==> src/rtl/epw_defs.svh <==
`ifndef EPW_DEFS_SVH
`define EPW_DEFS_SVH

// Register byte offsets
`define EPW_OFF_CTRL 8'h00
`define EPW_OFF_DUTY_HIGH 8'h04
`define EPW_OFF_PERIOD 8'h08
`define EPW_OFF_DEADBAND 8'h0C
`define EPW_OFF_STEER 8'h10
`define EPW_OFF_PINDIR 8'h14
`define EPW_OFF_STATUS 8'h18
`define EPW_OFF_TIMER 8'h1C

// Control register field positions
`define EPW_CTRL_CFG_MSB 7
`define EPW_CTRL_CFG_LSB 6
`define EPW_CTRL_DLO_MSB 5
`define EPW_CTRL_DLO_LSB 4
`define EPW_CTRL_MODE_MSB 3
`define EPW_CTRL_MODE_LSB 0

// Mode bits 3:2 equal to this select PWM operation
`define EPW_MODE_PWM 2'b11
// Mode bit that inverts pins A and C, and pins B and D
`define EPW_POL_AC_BIT 1
`define EPW_POL_BD_BIT 0

// Reset values
`define EPW_RST_CTRL 8'h00
`define EPW_RST_DUTY_HIGH 8'h00
`define EPW_RST_PERIOD 8'hFF
`define EPW_RST_DEADBAND 7'h00
`define EPW_RST_STEER 4'h1
`define EPW_RST_PINDIR 4'hF

// Timing: oscillator periods per instruction cycle, clock is the oscillator
`define EPW_CLK_PERIOD_NS 4
`define EPW_TOSC_PER_TCY 4
// Oscillator phase in which the timer increments
`define EPW_PHASE_INC 2'h3

`endif

==> src/rtl/epw_pkg.sv <==
package epw_pkg;

  typedef enum logic [1:0] {
    EPW_SINGLE = 2'b00,
    EPW_FULL_FWD = 2'b01,
    EPW_HALF = 2'b10,
    EPW_FULL_REV = 2'b11
  } epw_cfg_t;

  typedef enum logic [1:0] {
    EPW_DB_IDLE = 2'b00,
    EPW_DB_WAIT = 2'b01,
    EPW_DB_ON = 2'b10
  } epw_db_st_t;

  typedef struct packed {
    logic [1:0] cfg;
    logic [1:0] duty_lo;
    logic [3:0] mode;
  } epw_ctrl_t;

  typedef struct packed {
    logic read;
    logic write;
    logic [7:0] address;
    logic [31:0] writedata;
    logic [3:0] byteenable;
  } epw_avm_req_t;

  typedef struct packed {
    logic enable;
    logic [7:0] period;
    logic [9:0] duty;
  } epw_tb_cfg_t;

  typedef struct packed {
    logic modulated;
    logic started;
    logic rollover;
    logic [7:0] timer;
  } epw_tb_stat_t;

  typedef struct packed {
    logic [1:0] phase;
    logic [7:0] timer;
    logic [9:0] duty_latch;
    logic modulated;
    logic started;
    logic rollover;
  } epw_tb_state_t;

  typedef struct packed {
    epw_db_st_t st;
    logic [8:0] cnt;
    logic drive;
  } epw_db_state_t;

  typedef struct packed {
    epw_ctrl_t ctrl;
    logic [7:0] duty_high;
    logic [7:0] period;
    logic [6:0] deadband;
    logic [3:0] steer;
    logic [3:0] pindir;
    logic wait_n;
    logic [31:0] rdata;
    logic [3:0] pin_level;
    logic [3:0] pin_oe_n;
    logic [3:0] pin_own;
  } epw_top_state_t;

endpackage

==> src/rtl/epw_deadband.sv <==
`timescale 1ns/10ps
`include "epw_defs.svh"

module epw_deadband
  import epw_pkg::*;
(
  input wire logic clk_in,
  input wire logic rst_in,
  input wire logic raw_in,
  input wire logic [6:0] count_in,
  output logic drive_out
);

  epw_db_state_t s_r;
  epw_db_state_t s_nxt;
  logic [8:0] load;

  assign load = 9'(count_in * `EPW_TOSC_PER_TCY);

  always_comb begin
    s_nxt = s_r;
    case (s_r.st)
      EPW_DB_IDLE: begin
        s_nxt.drive = 1'b0;
        if (raw_in) begin
          if (load == 9'h000) begin
            s_nxt.st = EPW_DB_ON;
            s_nxt.drive = 1'b1;
          end else begin
            s_nxt.st = EPW_DB_WAIT;
            s_nxt.cnt = load;
          end
        end
      end
      EPW_DB_WAIT: begin
        if (!raw_in) begin
          // Pulse shorter than the delay: stays inactive
          s_nxt.st = EPW_DB_IDLE;
          s_nxt.drive = 1'b0;
        end else if (s_r.cnt == 9'h001) begin
          s_nxt.st = EPW_DB_ON;
          s_nxt.drive = 1'b1;
        end else begin
          s_nxt.cnt = s_r.cnt - 9'h001;
        end
      end
      EPW_DB_ON: begin
        if (!raw_in) begin
          s_nxt.st = EPW_DB_IDLE;
          s_nxt.drive = 1'b0;
        end
      end
      default: begin
        s_nxt.st = EPW_DB_IDLE;
        s_nxt.drive = 1'b0;
      end
    endcase
  end

  always_ff @(posedge clk_in) begin
    if (rst_in) begin
      s_r <= '{st: EPW_DB_IDLE, cnt: 9'h000, drive: 1'b0};
    end else begin
      s_r <= s_nxt;
    end
  end

  assign drive_out = s_r.drive;

endmodule

==> src/rtl/epw_timebase.sv <==
`timescale 1ns/10ps
`include "epw_defs.svh"

module epw_timebase
  import epw_pkg::*;
(
  input wire logic clk_in,
  input wire logic rst_in,
  input wire epw_tb_cfg_t cfg_in,
  output epw_tb_stat_t stat_out
);

  epw_tb_state_t s_r;
  epw_tb_state_t s_nxt;

  always_comb begin
    s_nxt = s_r;
    s_nxt.rollover = 1'b0;
    if (!cfg_in.enable) begin
      s_nxt = '0;
    end else begin
      s_nxt.phase = s_r.phase + 2'h1;
      if (s_r.phase == `EPW_PHASE_INC) begin
        if (s_r.timer == cfg_in.period) begin
          s_nxt.timer = 8'h00;
          s_nxt.duty_latch = cfg_in.duty;
          s_nxt.modulated = (cfg_in.duty != 10'h000);
          s_nxt.started = 1'b1;
          s_nxt.rollover = 1'b1;
        end else begin
          s_nxt.timer = s_r.timer + 8'h01;
        end
      end
      // Ten-bit base is timer with the oscillator phase below it
      if ({s_nxt.timer, s_nxt.phase} == s_nxt.duty_latch) begin
        s_nxt.modulated = 1'b0;
      end
      // Duty above the period never matches, so the pulse stays set
    end
  end

  always_ff @(posedge clk_in) begin
    if (rst_in) begin
      s_r <= '0;
    end else begin
      s_r <= s_nxt;
    end
  end

  assign stat_out.modulated = s_r.modulated & s_r.started;
  assign stat_out.started = s_r.started;
  assign stat_out.rollover = s_r.rollover;
  assign stat_out.timer = s_r.timer;

endmodule

==> src/rtl/epw_top.sv <==
`timescale 1ns/10ps
`include "epw_defs.svh"

// What this block does
// - A pulse-width waveform of up to ten bits of duty resolution goes out on up to four pins.
// - The output configuration field picks single, half-bridge, full forward or full reverse.
// - The mode bits choose active-high or active-low for each pin pair.
// - Writing zero to the whole control register hands every pin back to the port.
// - After enabling, no waveform appears until the first new period starts.
// - Half-bridge puts the waveform on A and its complement on B and leaves C and D unused.
// - Half-bridge delays each rise to active by the dead-band count in four-clock cycles.
// - A dead band longer than the active time keeps that half-bridge output inactive.
// - Both full-bridge modes own all four pins; each is driven only where its direction bit selects output.
// - Full forward holds A active, modulates D, and holds B and C inactive.
// - Full reverse holds C active, modulates B, and holds A and D inactive.
// - Single mode sends the waveform to whichever pins the steering bits enable.
// - Pins that the mode does not use are not driven and stay with the port.
// - At a period match the timer clears, the pulse starts unless duty is zero, duty latches.
// - The dead band delays only moves to active; moves to inactive are immediate.
module epw_top
  import epw_pkg::*;
(
  input wire logic REF_CLK_IN,
  input wire logic RESET_IN,
  input wire logic [7:0] ADDRESS_IN,
  input wire logic READ_IN,
  input wire logic WRITE_IN,
  input wire logic [31:0] WRITEDATA_IN,
  input wire logic [3:0] BYTEENABLE_IN,
  output logic [31:0] READDATA_OUT,
  output logic WAITREQUEST_OUT,
  output logic [3:0] PWM_LEVEL_OUT,
  output logic [3:0] PWM_OE_N_OUT,
  output logic [3:0] PWM_OWN_OUT
);

  localparam epw_top_state_t EPW_TOP_RESET = '{
    ctrl: `EPW_RST_CTRL,
    duty_high: `EPW_RST_DUTY_HIGH,
    period: `EPW_RST_PERIOD,
    deadband: `EPW_RST_DEADBAND,
    steer: `EPW_RST_STEER,
    pindir: `EPW_RST_PINDIR,
    wait_n: 1'b0,
    rdata: 32'h0000_0000,
    pin_level: 4'h0,
    pin_oe_n: 4'hF,
    pin_own: 4'h0
  };

  epw_top_state_t s_r;
  epw_top_state_t s_nxt;

  epw_avm_req_t req;
  epw_tb_cfg_t tb_cfg;
  epw_tb_stat_t tb_stat;
  epw_cfg_t cfg;

  logic pwm_on;
  logic half_on;
  logic raw_a;
  logic raw_b;
  logic db_a;
  logic db_b;
  logic inv_ac;
  logic inv_bd;
  logic [3:0] use_mask;
  logic [3:0] act;
  logic [3:0] invert;
  logic access;
  logic [31:0] rd_word;
  logic [31:0] status_word;
  logic wr_hit;
  logic wr_ctrl;
  logic wr_duty;
  logic wr_period;
  logic wr_deadband;
  logic wr_steer;
  logic wr_pindir;
  logic [3:0] out_en;
  logic [3:0] level_nxt;

  assign req.read = READ_IN;
  assign req.write = WRITE_IN;
  assign req.address = ADDRESS_IN;
  assign req.writedata = WRITEDATA_IN;
  assign req.byteenable = BYTEENABLE_IN;

  assign cfg = epw_cfg_t'(s_r.ctrl.cfg);
  assign pwm_on = (s_r.ctrl.mode[3:2] == `EPW_MODE_PWM);
  assign half_on = pwm_on && (cfg == EPW_HALF);

  assign tb_cfg.enable = pwm_on;
  assign tb_cfg.period = s_r.period;
  assign tb_cfg.duty = {s_r.duty_high, s_r.ctrl.duty_lo};

  epw_timebase u_timebase (
    .clk_in(REF_CLK_IN),
    .rst_in(RESET_IN),
    .cfg_in(tb_cfg),
    .stat_out(tb_stat)
  );

  // Half-bridge pair, both rises delayed by the dead band
  assign raw_a = half_on && tb_stat.started && tb_stat.modulated;
  assign raw_b = half_on && tb_stat.started && !tb_stat.modulated;

  epw_deadband u_deadband_a (
    .clk_in(REF_CLK_IN),
    .rst_in(RESET_IN),
    .raw_in(raw_a),
    .count_in(s_r.deadband),
    .drive_out(db_a)
  );

  epw_deadband u_deadband_b (
    .clk_in(REF_CLK_IN),
    .rst_in(RESET_IN),
    .raw_in(raw_b),
    .count_in(s_r.deadband),
    .drive_out(db_b)
  );

  assign inv_ac = s_r.ctrl.mode[`EPW_POL_AC_BIT];
  assign inv_bd = s_r.ctrl.mode[`EPW_POL_BD_BIT];
  assign invert = {inv_bd, inv_ac, inv_bd, inv_ac};

  // Pins used by the selected arrangement; bit 0 is A, bit 3 is D
  always_comb begin
    use_mask = 4'h0;
    if (pwm_on) begin
      case (cfg)
        EPW_SINGLE: begin
          use_mask = s_r.steer;
        end
        EPW_HALF: begin
          use_mask = 4'h3;
        end
        EPW_FULL_FWD: begin
          use_mask = 4'hF;
        end
        EPW_FULL_REV: begin
          use_mask = 4'hF;
        end
        default: begin
          use_mask = 4'h0;
        end
      endcase
    end
  end

  // Active-high view of each pin; inactive until the first period begins
  always_comb begin
    act = 4'h0;
    if (pwm_on && tb_stat.started) begin
      case (cfg)
        EPW_SINGLE: begin
          act = {4{tb_stat.modulated}} & s_r.steer;
        end
        EPW_HALF: begin
          act = {2'b00, db_b, db_a};
        end
        EPW_FULL_FWD: begin
          act = {tb_stat.modulated, 1'b0, 1'b0, 1'b1};
        end
        EPW_FULL_REV: begin
          act = {1'b0, 1'b1, tb_stat.modulated, 1'b0};
        end
        default: begin
          act = 4'h0;
        end
      endcase
    end
  end

  assign access = (req.read || req.write) && !s_r.wait_n;

  // Writes act only in the answer cycle, so a held request lands once
  assign wr_hit = s_r.wait_n && req.write && req.byteenable[0];

  // One strobe per register; read-only and unmapped offsets hit none
  always_comb begin
    wr_ctrl = 1'b0;
    wr_duty = 1'b0;
    wr_period = 1'b0;
    wr_deadband = 1'b0;
    wr_steer = 1'b0;
    wr_pindir = 1'b0;
    if (wr_hit) begin
      case (req.address)
        `EPW_OFF_CTRL: begin
          wr_ctrl = 1'b1;
        end
        `EPW_OFF_DUTY_HIGH: begin
          wr_duty = 1'b1;
        end
        `EPW_OFF_PERIOD: begin
          wr_period = 1'b1;
        end
        `EPW_OFF_DEADBAND: begin
          wr_deadband = 1'b1;
        end
        `EPW_OFF_STEER: begin
          wr_steer = 1'b1;
        end
        `EPW_OFF_PINDIR: begin
          wr_pindir = 1'b1;
        end
        default: begin
          wr_ctrl = 1'b0;
        end
      endcase
    end
  end

  // Status is taken at the request edge, so it may be one clock old
  assign status_word = {20'h00000, s_r.pin_own, s_r.pin_level, 2'b00, tb_stat.started,
                        tb_stat.modulated};

  // Pin stage: polarity applied to owned pins only
  assign level_nxt = (act ^ invert) & use_mask;
  // Driver on only where owned and direction set to output
  assign out_en = use_mask & ~s_r.pindir;

  // Read mux; unmapped offsets read as zero
  always_comb begin
    rd_word = 32'h0000_0000;
    case (req.address)
      `EPW_OFF_CTRL: begin
        rd_word = {24'h000000, s_r.ctrl};
      end
      `EPW_OFF_DUTY_HIGH: begin
        rd_word = {24'h000000, s_r.duty_high};
      end
      `EPW_OFF_PERIOD: begin
        rd_word = {24'h000000, s_r.period};
      end
      `EPW_OFF_DEADBAND: begin
        rd_word = {25'h0000000, s_r.deadband};
      end
      `EPW_OFF_STEER: begin
        rd_word = {28'h0000000, s_r.steer};
      end
      `EPW_OFF_PINDIR: begin
        rd_word = {28'h0000000, s_r.pindir};
      end
      `EPW_OFF_STATUS: begin
        rd_word = status_word;
      end
      `EPW_OFF_TIMER: begin
        rd_word = {24'h000000, tb_stat.timer};
      end
      default: begin
        rd_word = 32'h0000_0000;
      end
    endcase
  end

  always_comb begin
    s_nxt = s_r;
    // One wait cycle: request seen, then answered on the next edge
    s_nxt.wait_n = access;
    if (access && req.read) begin
      s_nxt.rdata = rd_word;
    end
    // Write lands on the edge where waitrequest is seen low
    if (wr_ctrl) begin
      s_nxt.ctrl = epw_ctrl_t'(req.writedata[7:0]);
    end
    if (wr_duty) begin
      s_nxt.duty_high = req.writedata[7:0];
    end
    if (wr_period) begin
      s_nxt.period = req.writedata[7:0];
    end
    if (wr_deadband) begin
      s_nxt.deadband = req.writedata[6:0];
    end
    if (wr_steer) begin
      s_nxt.steer = req.writedata[3:0];
    end
    if (wr_pindir) begin
      s_nxt.pindir = req.writedata[3:0];
    end
    // Released pins fall back to the port; zero control releases all
    s_nxt.pin_own = use_mask;
    s_nxt.pin_level = level_nxt;
    s_nxt.pin_oe_n = ~out_en;
  end

  always_ff @(posedge REF_CLK_IN) begin
    if (RESET_IN) begin
      s_r <= EPW_TOP_RESET;
    end else begin
      s_r <= s_nxt;
    end
  end

  assign READDATA_OUT = s_r.rdata;
  assign WAITREQUEST_OUT = ~s_r.wait_n;
  assign PWM_LEVEL_OUT = s_r.pin_level;
  assign PWM_OE_N_OUT = s_r.pin_oe_n;
  assign PWM_OWN_OUT = s_r.pin_own;

endmodule

==> config.mk <==
export PLATFORM = sky130hd
export DESIGN_NAME = epw_top
export DESIGN_NICKNAME = d
export VERILOG_FILES = /design/src/rtl/epw_pkg.sv /design/src/rtl/epw_deadband.sv /design/src/rtl/epw_timebase.sv /design/src/rtl/epw_top.sv
export VERILOG_INCLUDE_DIRS = /design/src /design/src/rtl
export SDC_FILE = /design/constraint.sdc
export NUM_CORES = 1
export LEC_CHECK = 0
export BUFFER_PORTS_ARGS = -buffer_cell sky130_fd_sc_hd__buf_2
export CORE_UTILIZATION = 50
export CTS_BUF_LIST = sky130_fd_sc_hd__clkbuf_16
export CTS_CLUSTER_DIAMETER = 50
export DETAILED_ROUTE_END_ITERATION = 10
export PLACE_DENSITY_LB_ADDON = 0.3
export SYNTH_ARGS = -nofsm -noshare
export SYNTH_HDL_FRONTEND = slang
export SYNTH_SLANG_ARGS = --single-unit
export TNS_END_PERCENT = 30
==> constraint.sdc <==
create_clock -name REF_CLK_IN -period 6.3 [get_ports REF_CLK_IN]
set_input_delay 1.26 -clock REF_CLK_IN [delete_from_list [all_inputs] [get_ports REF_CLK_IN]]
set_output_delay 1.26 -clock REF_CLK_IN [all_outputs]
set_load 0.01 [all_outputs]
## After elaboration in Yosys (flattened, before gate mapping)

Index checks and enable logic that the tools add are counted.

| word-level totals | value |
|---|---|
| memory bits (read-only) | 0 |
| bits in latches | 0 |
| memories kept | 0 |
| logic and storage cells | 149 |
| register bits | 130 |
| input bits | 48 |
| memory bits (writable) | 0 |
| output and inout bits | 45 |

| operators by class | value |
|---|---|
| $lt $le $gt $ge | 0 |
| multiply operators | 0 |
| reduce and logical (&&, ||, !) cells | 30 |
| shift-type cells | 0 |
| add/sub/neg operators | 4 |
| multiplexer cells | 48 |
| equal/unequal tests | 34 |
| bitwise logic cells | 9 |
| divide/modulo/power cells | 0 |

Operators with widths:

| cell | count |
|---|---|
| 12-bit case mux with 8 select lines | 1 |
| 9-bit 2-to-1 mux | 5 |
| 21-bit 2-to-1 mux | 2 |
| 9-bit case mux with 2 select lines | 2 |
| 8-bit by 5-bit equality test with 1-bit output, second input constant | 4 |
| 12-bit 2-to-1 mux | 2 |
| 1-bit 2-to-1 mux | 19 |
| 9-bit by 1-bit equality test with 1-bit output, second input constant | 2 |
| 9-bit by 1-bit subtractor with 9-bit output, second input constant | 2 |
| 8-bit by 4-bit equality test with 1-bit output, second input constant | 2 |
| 4-bit case mux with 4 select lines | 1 |
| 2-bit 2-to-1 mux | 7 |
| 13-bit 2-to-1 mux | 1 |
| 4-bit AND | 3 |
| 2-bit equality test, second input constant | 6 |
| 2-bit by 1-bit != test with 1-bit output, second input constant | 6 |
| 2-bit != test, second input constant | 6 |
| 2-bit case mux with 3 select lines | 2 |
| 4-bit case mux with 3 select lines | 1 |
| 10-bit equality test | 1 |
| 5-bit AND reduction | 2 |
| 10-bit nonzero test | 1 |
| 1-bit logical AND | 9 |
| 9-bit logical NOT | 1 |
| 22 further kinds | 37 |

## Longest topological paths before layout

| depth | value |
|---|---|
| word-level depth | 6 |
| depth in mapped cells | 8 |

## Hierarchy

A second synthesis with hierarchy kept.

| unflattened totals | value |
|---|---|
| cell total of the unflattened synthesis | 706 |
| area total of the unflattened synthesis | 6222.2 um^2 |

By module, submodules not included:

| module | instances | sequential area each (um^2) | cells each | area an instance (um^2) |
|---|---|---|---|---|
| epw_top | 1 | 1281.2 | 353 | 3231.8 |
| epw_deadband | 2 | 240.2 | 93 | 810.8 |
| epw_timebase | 1 | 460.4 | 167 | 1368.8 |

## Least setup slack after synthesis

OpenSTA, ideal clock, no wires.

| timing | value |
|---|---|
| path type | in2reg |
| start | input ADDRESS_IN[2] |
| end | register s_r[49] (netlist name) |
| data arrival time | 2.559 ns |
| path slack | 3.621 ns |
| stages on the path | 5 |
| setup time | 0.120 ns |
| path buffers | 1 |
| cells stage by stage | buf_2 -> or3b_1 -> nor3_2 -> nor2b_1 -> a211o_1 |

| between the ends | value |
|---|---|
| longest elaborated chain between the ends | 3 |

Ends and longest elaborated chain:

| what | line | source |
|---|---|---|
| start: declaration | epw_top.sv:25 | `input wire logic [7:0] ADDRESS_IN,` |
| 8-bit by 5-bit equality test with 1-bit output | epw_top.sv:190 | `case (req.address)` |
| 1-bit 2-to-1 mux | epw_top.sv:190 |  |
| 1-bit 2-to-1 mux | epw_top.sv:189 | `if (wr_hit) begin` |
| end signal: assignment | epw_top.sv:295 | `s_r <= s_nxt;` |
| end: declaration | epw_top.sv:51 | `epw_top_state_t s_r;` |

No other way between the ends.
A chain may end at the register's enable or synchronous reset.

## Worst setup path after layout

| timing | value |
|---|---|
| start | input ADDRESS_IN[1] |
| end | register s_r[69] (netlist name) |

| between the ends | value |
|---|---|
| longest elaborated chain between the ends | 3 |

Ends and longest elaborated chain:

| what | line |
|---|---|
| 8-bit by 3-bit equality test with 1-bit output | epw_top.sv:190 |
| 1-bit 2-to-1 mux | epw_top.sv:190 |
| 1-bit 2-to-1 mux | epw_top.sv:189 |

No other way between the ends.

==> flow_summary.toml <==
[status]
outcome = "finished clean"

[placed_design]
placed_cells = 809
io_buffers = 45
hpwl_um = 10100
place.gp.congestion = 0.970

[route]
drc = 0
dr.pass1.iters = 5
drtIter0Drc = 453
drt-total-wl_um = 13900
antenna_left = 0
via_count = 4819
vias_per_cell = 5.84
wl_per_cell_um = 16.8

[setup_path]
cp.required_ns = 6.52
cp_data_arrival_time_ns = 3.02
endpoint_kind = "flop"
regToRegEndpoint = "u_timebase.s_r[2]$_SDFFE_PP0P_"
startpoint_type = "input pin"
crit_start = "ADDRESS_IN[1]"
ff2ff_setup_slack_ns = 3.90
ff2ff_path_depth = 7
crit_type = "input pin to flop"
r2r-start = "u_timebase.s_r[21]$_SDFF_PP0_"
cp_max_fo = 8

[sta]
rsz0062_at_grt = "no"
hold_viol_final = 0
finalCritPeriodShare = 0.444
period_minus_slack_ns = 2.80
tns_ns = 0
clock_skew_ns = 0.00866
finalSetupViolations = 0
maxSlewHeadroom = 0.475
drv_slew = 0
fmax_mhz = 357
tightest_slew_ns = 0.787

[synthesis]
ys_ff_latch = 110
ys_warn_count = 0
synth_cell_types = 68
yosysSeqAreaShare = 0.379
ys.flop_type = "dfxtp_1"
synth_enable_flop_cells = 0
syn_area_um2 = 5800
synth.avg_cell_area_um2 = 8.55
ys_async_sr_fraction = 0
synthesis.instances = 679

[global_route]
antenna_found_initial = 0
track_usage = 0.241
grt_pass1_vias = 4154
grt_overflow_total = 0
grt_first_pass_wirelength_um = 21800
grt_max_degree = 79

[power]
p_int_mw = 1.01
p_sw_mw = 0.285
p_clk_frac = 0.425
power.share.sequential = 0.538
leakagePower_nw = 2.19
power_density_nw_per_um2 = 212
netSwitchingFraction = 0.220
p_comb_frac = 0.038
peakVddDrop_v = 0.000162

[clocking]
cts_tree = "yes"
holdBufCountCts = 0
cts_made_buffers = 9
clkLatencyLatePin_ns = 0.36
clk_pin_slew_ns = 0.07
post_cts.repair.setup_buffers = 0
max-clock-path-buffers = 2
htree_levels = 3
cts-root-buf = "clkbuf_16"
cts_resized = 0
cts.sink_count = 110

[die]
die_area_um2 = 12000
rows = 38
io_pins = 93
die_w_um = 110
fp.coreArea_um2 = 11100
start_util = 0.524
die_h_um = 110

[cells_and_area]
diodes = 0
final_cell_mix = "110 x dfxtp_1, 95 x nor2_1, 62 x nand2_1, 45 x buf_2, 32 x a21oi_1"
drive_above_1_share = 0.133
finalNetCount = 734
stdcell_count = 825
areaGrowthSynthToFinish_pct = 5.02
layout_commonest_cell = "dfxtp_1"

[min_path]
min_path_type = "flop to flop"
hold_path.startpoint = "READDATA_OUT[0]$_SDFFE_PP0P_"
hold_path_depth = 2
hold_end = "READDATA_OUT[0]$_SDFFE_PP0P_"

[flow_run]
drv_cap = 0
flip-flops by register name, summed over array words and instances (netlist names):
register	flops
PWM_OWN_OUT	4
PWM_OE_N_OUT	4
u_deadband_b.s_r	11
u_timebase.s_r	13
READDATA_OUT	12
PWM_LEVEL_OUT	4
inv_bd	1
u_deadband_a.s_r	11
u_deadband_b.drive_out	1
inv_ac	1
s_r	36
u_timebase.stat_out	9
cfg	2
u_deadband_a.drive_out	1
Yosys cell counts, types with 4 or more instances:
library cell	number	area (um^2)
a211o_1	5	43.8
a21oi_1	32	160
a221oi_1	6	52.6
a22o_1	9	78.8
a22oi_1	15	113
buf_2	10	50.1
buf_4	48	360
clkbuf_1	18	67.6
dfxtp_1	110	2200
ha_1	6	75.1
inv_1	10	37.5
mux2_2	5	56.3
mux2i_1	31	310
nand2_1	62	233
nand2b_1	9	56.3
nand3_1	15	75.1
nand3b_1	12	90.1
nand4_1	4	25.0
nor2_1	95	357
nor2b_1	11	68.8
nor3_1	26	130
nor3_2	6	60.1
nor4_1	5	31.3
o21ai_0	17	85.1
o21ai_1	4	20.0
o22ai_1	6	37.5
or3_1	6	37.5
or4_1	5	37.5
xnor2_1	22	193
xor2_1	12	105
per-layer routing:
layer / GRT usage / share of wire
met5: 0 / 0
met4: 0.0867 / 0.020
met3: 0.0522 / 0.075
met2: 0.362 / 0.44
met1: 0.337 / 0.46
per-stage QoR:
stage                     power [mW]  setup slack, ns  cell area, um^2   util  hold slack [ns]
final                           1.29             3.50             6100  0.550            0.459
after global routing            1.34             3.31             6100  0.550            0.486
after CTS                       1.30             3.52             6100  0.550            0.458
after detailed placement       0.759             3.16             5810  0.525            0.449
after global placement         0.759             3.21             5810  0.525            0.440
after floorplan                0.751             3.62             5880      -            0.426
kinds of logic after synthesis:
logic type               synth area share
AO/OA/AOI/OAI                       0.129
XOR/XNOR                           0.0580
adder cells (fa/ha/maj)            0.0129
buffers and inverters              0.0895
flip-flops                          0.379
multiplexers                       0.0709
other                            0.000646
AND/OR/NAND/NOR                     0.260
worst max path at each step:
stage / slack, ns / depth (start not counted) / end
finish: 3.50 / 6 / s_r[69]$_SDFFE_PP0P_
global route: 3.31 / 6 / s_r[70]$_SDFFE_PP0P_
CTS: 3.52 / 6 / s_r[69]$_SDFFE_PP0P_
detailed placement: 3.16 / 6 / s_r[69]$_SDFFE_PP0P_
global placement: 3.21 / 6 / s_r[74]$_SDFFE_PP0P_
floorplan: 3.62 / 5 / s_r[49]$_SDFFE_PP1P_
layout make-up:
cell class / instances / area, um^2
repair buffers: 47 / 240
clock buffers: 9 / 225
inverters: 11 / 41.3
clock inverters: 7 / 57.6
multi-input cells: 501 / 3150
fillers: 1019 / 4980
flip-flops and latches: 110 / 2200
well taps: 140 / 175
power groups by stage:
stage / registers (mW) / logic (mW) / clock network, mW
after global placement: 0.712 / 0.0466 / 0
final: 0.696 / 0.0486 / 0.550
after global routing: 0.696 / 0.0531 / 0.592
after floorplan: 0.712 / 0.0389 / 0
after detailed placement: 0.712 / 0.0474 / 0
after CTS: 0.696 / 0.0476 / 0.559
critical path: stages:
cell      delay [ns]
buf_2           0.11
nor4_2          0.37
nand2b_1        0.35
nor3_4          0.60
mux2i_1         0.27
nor2_1          0.05
Note: power is estimated with default switching activity, not from simulation.
